<file path="src/core/otc_pkg.sv">
package otc_pkg;
    localparam logic [3:0] ADDR_CTRL = 4'h0;
    localparam logic [3:0] ADDR_OFS0 = 4'h4;
    localparam logic [3:0] ADDR_OFS1 = 4'h8;
    localparam logic [7:0] CTRL_RESET = 8'h00;
    localparam logic [7:0] OFS_RESET = 8'h20;
    localparam logic [7:0] CTRL_WMASK = 8'h33;
    localparam int BIT_AMP1_OUT = 7;
    localparam int BIT_AMP0_OUT = 3;
    localparam int BIT_CAL_MODE = 7;
    localparam int BIT_CAL_REF = 6;
    localparam logic [1:0] RESP_OKAY = 2'b00;
    localparam logic [1:0] RESP_SLVERR = 2'b10;
endpackage

</file>
<file path="src/core/otc_amp_out.sv">
`timescale 1ns/1ns
// digital output of one amplifier, sampled on core_clk
module otc_amp_out (
    input wire logic core_clk,
    input wire logic rst,
    input wire logic amp_enable,
    input wire logic cal_mode,
    input wire logic amp_out,
    input wire logic comp_out,
    output logic digital_out
);
    typedef struct packed {
        logic q;
    } otc_out_st_t;
    otc_out_st_t st;
    otc_out_st_t next_st;

    always_comb
    begin
        next_st = st;
        // disabled reads zero
        if (!amp_enable)
            next_st.q = 1'b0;
        // calibration picks comparator
        else if (cal_mode)
            next_st.q = comp_out;
        else
            next_st.q = amp_out;
    end

    always_ff @(posedge core_clk or posedge rst)
    begin
        if (rst)
            st <= '0;
        else
            st <= next_st;
    end

    assign digital_out = st.q;
endmodule

</file>
<file path="src/core/otc_regs.sv">
// The implementer's own choices: the AXI4-Lite slave port and the address map.
`timescale 1ns/1ns
// amplifier bandwidth, output and offset trim registers on axi4-lite
module otc_regs (
    input wire logic core_clk,
    input wire logic rst,
    input wire logic [31:0] s_axi_awaddr,
    input wire logic s_axi_awvalid,
    output logic s_axi_awready,
    input wire logic [31:0] s_axi_wdata,
    input wire logic [3:0] s_axi_wstrb,
    input wire logic s_axi_wvalid,
    output logic s_axi_wready,
    output logic [1:0] s_axi_bresp,
    output logic s_axi_bvalid,
    input wire logic s_axi_bready,
    input wire logic [31:0] s_axi_araddr,
    input wire logic s_axi_arvalid,
    output logic s_axi_arready,
    output logic [31:0] s_axi_rdata,
    output logic [1:0] s_axi_rresp,
    output logic s_axi_rvalid,
    input wire logic s_axi_rready,
    input wire logic amp0_enable,
    input wire logic amp1_enable,
    input wire logic amp0_out,
    input wire logic amp1_out,
    input wire logic amp0_comp,
    input wire logic amp1_comp,
    output logic [1:0] amp0_bandwidth_sel,
    output logic [1:0] amp1_bandwidth_sel,
    output logic amp0_cal_mode,
    output logic amp1_cal_mode,
    output logic amp0_cal_ref_sel,
    output logic amp1_cal_ref_sel,
    output logic [5:0] amp0_trim_code,
    output logic [5:0] amp1_trim_code
);
    typedef struct packed {
        logic aw_held;
        logic [3:0] aw_addr;
        logic aw_ok;
        logic w_held;
        logic [7:0] w_data;
        logic w_strb0;
        logic bvalid;
        logic [1:0] bresp;
        logic rvalid;
        logic [7:0] rdata;
        logic [1:0] rresp;
        logic [7:0] ctrl;
        logic [7:0] ofs0;
        logic [7:0] ofs1;
    } otc_st_t;
    otc_st_t st;
    otc_st_t next_st;
    logic amp0_digital_out;
    logic amp1_digital_out;

    // true for the three mapped word addresses
    function automatic logic otc_mapped(input logic [31:0] a);
        return a[31:4] == 28'h0000000 && a[1:0] == 2'b00 && a[3:0] != 4'hc;
    endfunction

    always_comb
    begin
        next_st = st;
        if (s_axi_awvalid && !st.aw_held)
        begin
            next_st.aw_held = 1'b1;
            next_st.aw_addr = s_axi_awaddr[3:0];
            // decided on the full address so that high aliases of a register are refused
            next_st.aw_ok = otc_mapped(s_axi_awaddr);
        end
        if (s_axi_wvalid && !st.w_held)
        begin
            next_st.w_held = 1'b1;
            next_st.w_data = s_axi_wdata[7:0];
            next_st.w_strb0 = s_axi_wstrb[0];
        end
        if (st.bvalid && s_axi_bready)
            next_st.bvalid = 1'b0;
        // commit once both halves are held and no response is pending
        if (st.aw_held && st.w_held && !st.bvalid)
        begin
            next_st.aw_held = 1'b0;
            next_st.w_held = 1'b0;
            next_st.bvalid = 1'b1;
            next_st.bresp = st.aw_ok ? otc_pkg::RESP_OKAY : otc_pkg::RESP_SLVERR;
            if (st.w_strb0 && st.aw_ok)
            begin
                case (st.aw_addr)
                    otc_pkg::ADDR_CTRL: next_st.ctrl = st.w_data & otc_pkg::CTRL_WMASK;
                    otc_pkg::ADDR_OFS0: next_st.ofs0 = st.w_data;
                    otc_pkg::ADDR_OFS1: next_st.ofs1 = st.w_data;
                    default: next_st.ctrl = st.ctrl;
                endcase
            end
        end
        if (st.rvalid && s_axi_rready)
            next_st.rvalid = 1'b0;
        if (s_axi_arvalid && !st.rvalid)
        begin
            next_st.rvalid = 1'b1;
            next_st.rresp = otc_mapped(s_axi_araddr) ? otc_pkg::RESP_OKAY : otc_pkg::RESP_SLVERR;
            case (s_axi_araddr[3:0])
                // live outputs merged in, bits 6 and 2 stay zero
                otc_pkg::ADDR_CTRL: next_st.rdata = {amp1_digital_out, st.ctrl[6:4], amp0_digital_out, st.ctrl[2:0]};
                otc_pkg::ADDR_OFS0: next_st.rdata = st.ofs0;
                otc_pkg::ADDR_OFS1: next_st.rdata = st.ofs1;
                default: next_st.rdata = 8'h00;
            endcase
            if (!otc_mapped(s_axi_araddr))
                next_st.rdata = 8'h00;
        end
    end

    always_ff @(posedge core_clk or posedge rst)
    begin
        if (rst)
        begin
            st <= '0;
            st.ctrl <= otc_pkg::CTRL_RESET;
            st.ofs0 <= otc_pkg::OFS_RESET;
            st.ofs1 <= otc_pkg::OFS_RESET;
        end
        else
            st <= next_st;
    end

    otc_amp_out u_out0 (
        .core_clk(core_clk),
        .rst(rst),
        .amp_enable(amp0_enable),
        .cal_mode(st.ofs0[otc_pkg::BIT_CAL_MODE]),
        .amp_out(amp0_out),
        .comp_out(amp0_comp),
        .digital_out(amp0_digital_out)
    );
    otc_amp_out u_out1 (
        .core_clk(core_clk),
        .rst(rst),
        .amp_enable(amp1_enable),
        .cal_mode(st.ofs1[otc_pkg::BIT_CAL_MODE]),
        .amp_out(amp1_out),
        .comp_out(amp1_comp),
        .digital_out(amp1_digital_out)
    );

    // ready is a register image so a held request is never taken twice
    assign s_axi_awready = !st.aw_held;
    assign s_axi_wready = !st.w_held;
    assign s_axi_bvalid = st.bvalid;
    assign s_axi_bresp = st.bresp;
    assign s_axi_arready = !st.rvalid;
    assign s_axi_rvalid = st.rvalid;
    assign s_axi_rresp = st.rresp;
    assign s_axi_rdata = {24'h000000, st.rdata};
    assign amp1_bandwidth_sel = st.ctrl[5:4];
    assign amp0_bandwidth_sel = st.ctrl[1:0];
    assign amp0_cal_mode = st.ofs0[otc_pkg::BIT_CAL_MODE];
    assign amp0_cal_ref_sel = st.ofs0[otc_pkg::BIT_CAL_REF];
    assign amp0_trim_code = st.ofs0[5:0];
    assign amp1_cal_mode = st.ofs1[otc_pkg::BIT_CAL_MODE];
    assign amp1_cal_ref_sel = st.ofs1[otc_pkg::BIT_CAL_REF];
    assign amp1_trim_code = st.ofs1[5:0];
endmodule

</file>
<file path="config.mk">
export PLATFORM = sky130hd
export DESIGN_NAME = otc_regs
export DESIGN_NICKNAME = d
export VERILOG_FILES = /design/src/core/otc_pkg.sv /design/src/core/otc_amp_out.sv /design/src/core/otc_regs.sv
export SDC_FILE = /design/constraint.sdc
export NUM_CORES = 1
export LEC_CHECK = 0
export ABC_CLOCK_PERIOD_IN_PS = 2300
export BUFFER_PORTS_ARGS = -buffer_cell sky130_fd_sc_hd__clkbuf_2
export CORE_UTILIZATION = 42
export CTS_CLUSTER_SIZE = 14
export DETAILED_ROUTE_END_ITERATION = 8
export GPL_ROUTABILITY_DRIVEN = 0
export PLACE_DENSITY = 0.8
export SLEW_MARGIN = 20
export SYNTH_ARGS = -nofsm -noshare
export SYNTH_HDL_FRONTEND = slang
export SYNTH_SLANG_ARGS = --single-unit
</file>
<file path="constraint.sdc">
create_clock -name core_clk -period 2.3 [get_ports core_clk]
set_input_delay 0.69 -clock core_clk [delete_from_list [all_inputs] [get_ports core_clk]]
set_output_delay 0.69 -clock core_clk [all_outputs]
set_load 0.03 [all_outputs]
</file>
==> impl_results.md <==
- Reg2Reg Depth: 3
- Seq. cell area: 1250 um^2
- Final core utilization: 52.6%
- Layout cell share with drive strength beyond 1: 51.8%
- Met1 usage in global routing: 19.9%
- Setup Skew: 0.00546 ns
- RSZ-0062 raised after global routing: false
- Status: finished, final reports clean
- H-tree depth: 2
- Critical-path cell list: clkbuf_2
- Total routed wirelength: 5.48 mm
- # setup viols final: 0
- R2R Path Start: st[50]$_DFFE_PP0P_
- Initial antenna violation count: 0
- Final period utilization: 75.6%
- Clk_lat worst skew: 0.30 ns
- Die height: 81.6 um
- Diodes inserted: 0
- First-pass GRT wire length: 8.67 mm
- Setup ws final: 0.560 ns
- Vias in the first global route: 1923
- DRC Markers: 0
- GR Overflow Total: 0
- FF+latch count, synth: 50
- Buf/Inv on CP: 1
- Final Max Slew Viols: 0
- Synth-to-layout area growth: 19.0%
- PortBufs: 120
- Max transition margin: 58.2%
- CP arrival: 1.05 ns
- Max_cap viols: 0
- TNS Setup: 0 ns
- DP Worst Slack: 0.321 ns
- Die W: 81.6 um
- Met3 GRT Util: 6.44%
- Pwr/cell area: 720 nW/um^2
- Critical path's largest stage delay: 0.54 ns
- Critical path class: register to output port
- Pleak: 1.71 nW
- Top delay family on crit path: flip-flops
- Hold slack: 0.363 ns
- FFs w/ async S/R, synth: 100%
- Post-CTS setup buffers: 0
- Synth Instances: 232
- Post-cts sizing count: 0
- Effective utilization at floorplan: 44.2%
- Row count: 28
- CP max-delay cell: dfstp_2
- CP startpoint kind: register
- Clk slew on worst S/H paths: 0.08 ns
- Via-per-instance ratio: 4.88
- Max VDD drop: 0.000493 V
- Post-CTS Hold Buffers: 0
- Crit-path max FO: 3
- CTS buffer count: 5
- Crit Reg-Reg Endpoint: amp1_bandwidth_sel[0]$_DFFE_PP0P_
- CTS tree: yes
- GRT Util Overall: 17.6%
- Area of the multi-input gates: 1060 um^2
- GRT Max-Usage Layer: met2
- Clock root cell: clkbuf_8
- Met2 Resource Use GR: 30.8%
- Drt pass-1 iters: 4
- Ys flop type: dfrtp_1
- FILL cells: 549
- Die ar.: 6660 um^2
- Post-synth EDFFs: 0
- Min Tclk post-route: 1.74 ns
- Register area share after synthesis: 47.1%
- CTS Sinks: 50
- Mapped Avg Cell Area: 11.5 um^2
- Post-DP HPWL: 4.45 mm
- Ys Warns: 0
- HP Class: primary input to asynchronous set/reset pin
- Critical Path RT: 1.61 ns
- Nets: 442
- ANT nets after route: 0
- Core box area: 6030 um^2
- Mapped cell area: 2660 um^2
- CP endpoint kind: output port
- Total I/O pin count: 174
- Count of cell types in the netlist: 36
- Reg-to-reg slack, setup: 0.74 ns
- Vias: 1978
- Routed len/inst: 13.5 um
- Peak Freq: 575 MHz
- Largest net degree at the start of global routing: 33
- Clk buf depth: 2
- Iter 0 DRT Violations: 38
- Least-Margin Pin Slew: 0.627 ns
- Final hold violations: 0
## how the worst max path moves through the flow
| stage | start | endpoint | slack, ns | depth (start not counted) |
|---|---|---|---|---|
| after global routing | amp0_trim_code[5]$_DFFE_PP1P_ | amp0_trim_code[5] | 0.52 | 1 |
| after floorplan | rst | amp0_bandwidth_sel[0]$_DFFE_PP0P_ | 0.41 | 1 |
| after detailed placement | s_axi_araddr[9] | s_axi_rdata[6]$_DFFE_PP0P_ | 0.32 | 4 |
| final | amp1_trim_code[5]$_DFFE_PP1P_ | amp1_trim_code[5] | 0.56 | 1 |
| after CTS | amp0_trim_code[5]$_DFFE_PP1P_ | amp0_trim_code[5] | 0.54 | 1 |
| after global placement | s_axi_araddr[9] | s_axi_rdata[5]$_DFFE_PP0P_ | 0.39 | 4 |
## synthesized netlist by cell type (2+ instances only)
cell type	count	share of area, %
dfrtp_1	48	45
nor4_1	12	2.8
a22oi_1	2	0.56
nand4_2	2	0.94
buf_2	2	0.38
a2bb2oi_1	6	2.0
clkbuf_1	2	0.28
mux2i_1	8	3.0
mux2_2	29	12
nand2b_1	3	0.71
nor2b_1	5	1.2
o21a_1	2	0.56
nand2_1	21	3.0
dfstp_2	2	2.0
nor4_2	2	0.94
nand4_1	2	0.47
o41ai_1	8	2.6
inv_1	6	0.85
buf_4	52	15
o21ai_0	2	0.38
## where the power goes
group          switching (mW)  total [mW]  internal [mW]
Sequential              0.128        1.15           1.02
Combinational           0.294       0.532          0.238
Clock                   0.272       0.598          0.325
## worst reg2reg max path: stages (launching register included)
cell and delay [ns]:
dfrtp_1 0.41, nor4b_2 0.35, and3b_1 0.32, mux2_2 0.36
## cells in the final DEF, fill, tap and decap left out, types with 2 or more instances in the layout
master,netlist,final
o21ai_0,2,2
o41ai_1,8,8
clkbuf_1,2,2
a22oi_1,2,2
dfstp_2,2,2
nor4_2,2,2
nor4_1,12,12
nand4_2,2,2
clkbuf_8,0,5
mux2i_1,8,8
nand2b_1,3,3
buf_4,52,2
o21a_1,2,2
inv_1,6,5
a2bb2oi_1,6,6
nor2b_1,5,5
nand4_1,2,2
clkbuf_2,0,120
mux2_2,29,29
nand2_1,21,21
dfrtp_1,48,48
conb_1,1,26
## state kept, by name, indices dropped and copies added (netlist names)
name,cells
st,16
s_axi_rdata,8
amp0_trim_code,6
amp1_trim_code,6
amp0_bandwidth_sel,2
amp1_bandwidth_sel,2
amp0_cal_mode,1
amp0_cal_ref_sel,1
amp1_cal_mode,1
amp1_cal_ref_sel,1
s_axi_bresp,1
s_axi_bvalid,1
s_axi_rresp,1
s_axi_rvalid,1
u_out0.digital_out,1
u_out1.digital_out,1
## cell families (layout without fill, tap and decap cells)
family          Yosys count  after routing  share of synthesized area, %
flops                    50             50                          47.1
buf+inv                  64            137                          16.7
mux                      37             37                          15.3
compound gates           25             25                          7.71
other cells               1             26                         0.141
simple gates             55             55                          13.0
## routing by layer
| metal | up-vias | wire length (um) |
|---|---|---|
| met1 | 918 | 2110 |
| met2 | 116 | 2770 |
| met5 | - | 0 |
| met3 | 4 | 558 |
| li1 | 940 | - |
| met4 | 0 | 46 |
## cell type report
cell class	instances	area share, %
inverter	6	0.711
clock inverter	1	0.948
tap	75	2.96
clock buffer	7	2.41
timing repair buffer	123	20.1
multi-input combinational	143	33.3
sequential	50	39.6
## through the flow
step                power, mW  area, um^2  instances
detailed placement       1.71        3060        397
floorplan                1.56        2760        257
finish                   2.28        3170        405
global placement         1.68        3060        397
CTS                      2.31        3170        405
global route             2.41        3170        405
No activity file was read; power rests on OpenSTA's default activity.
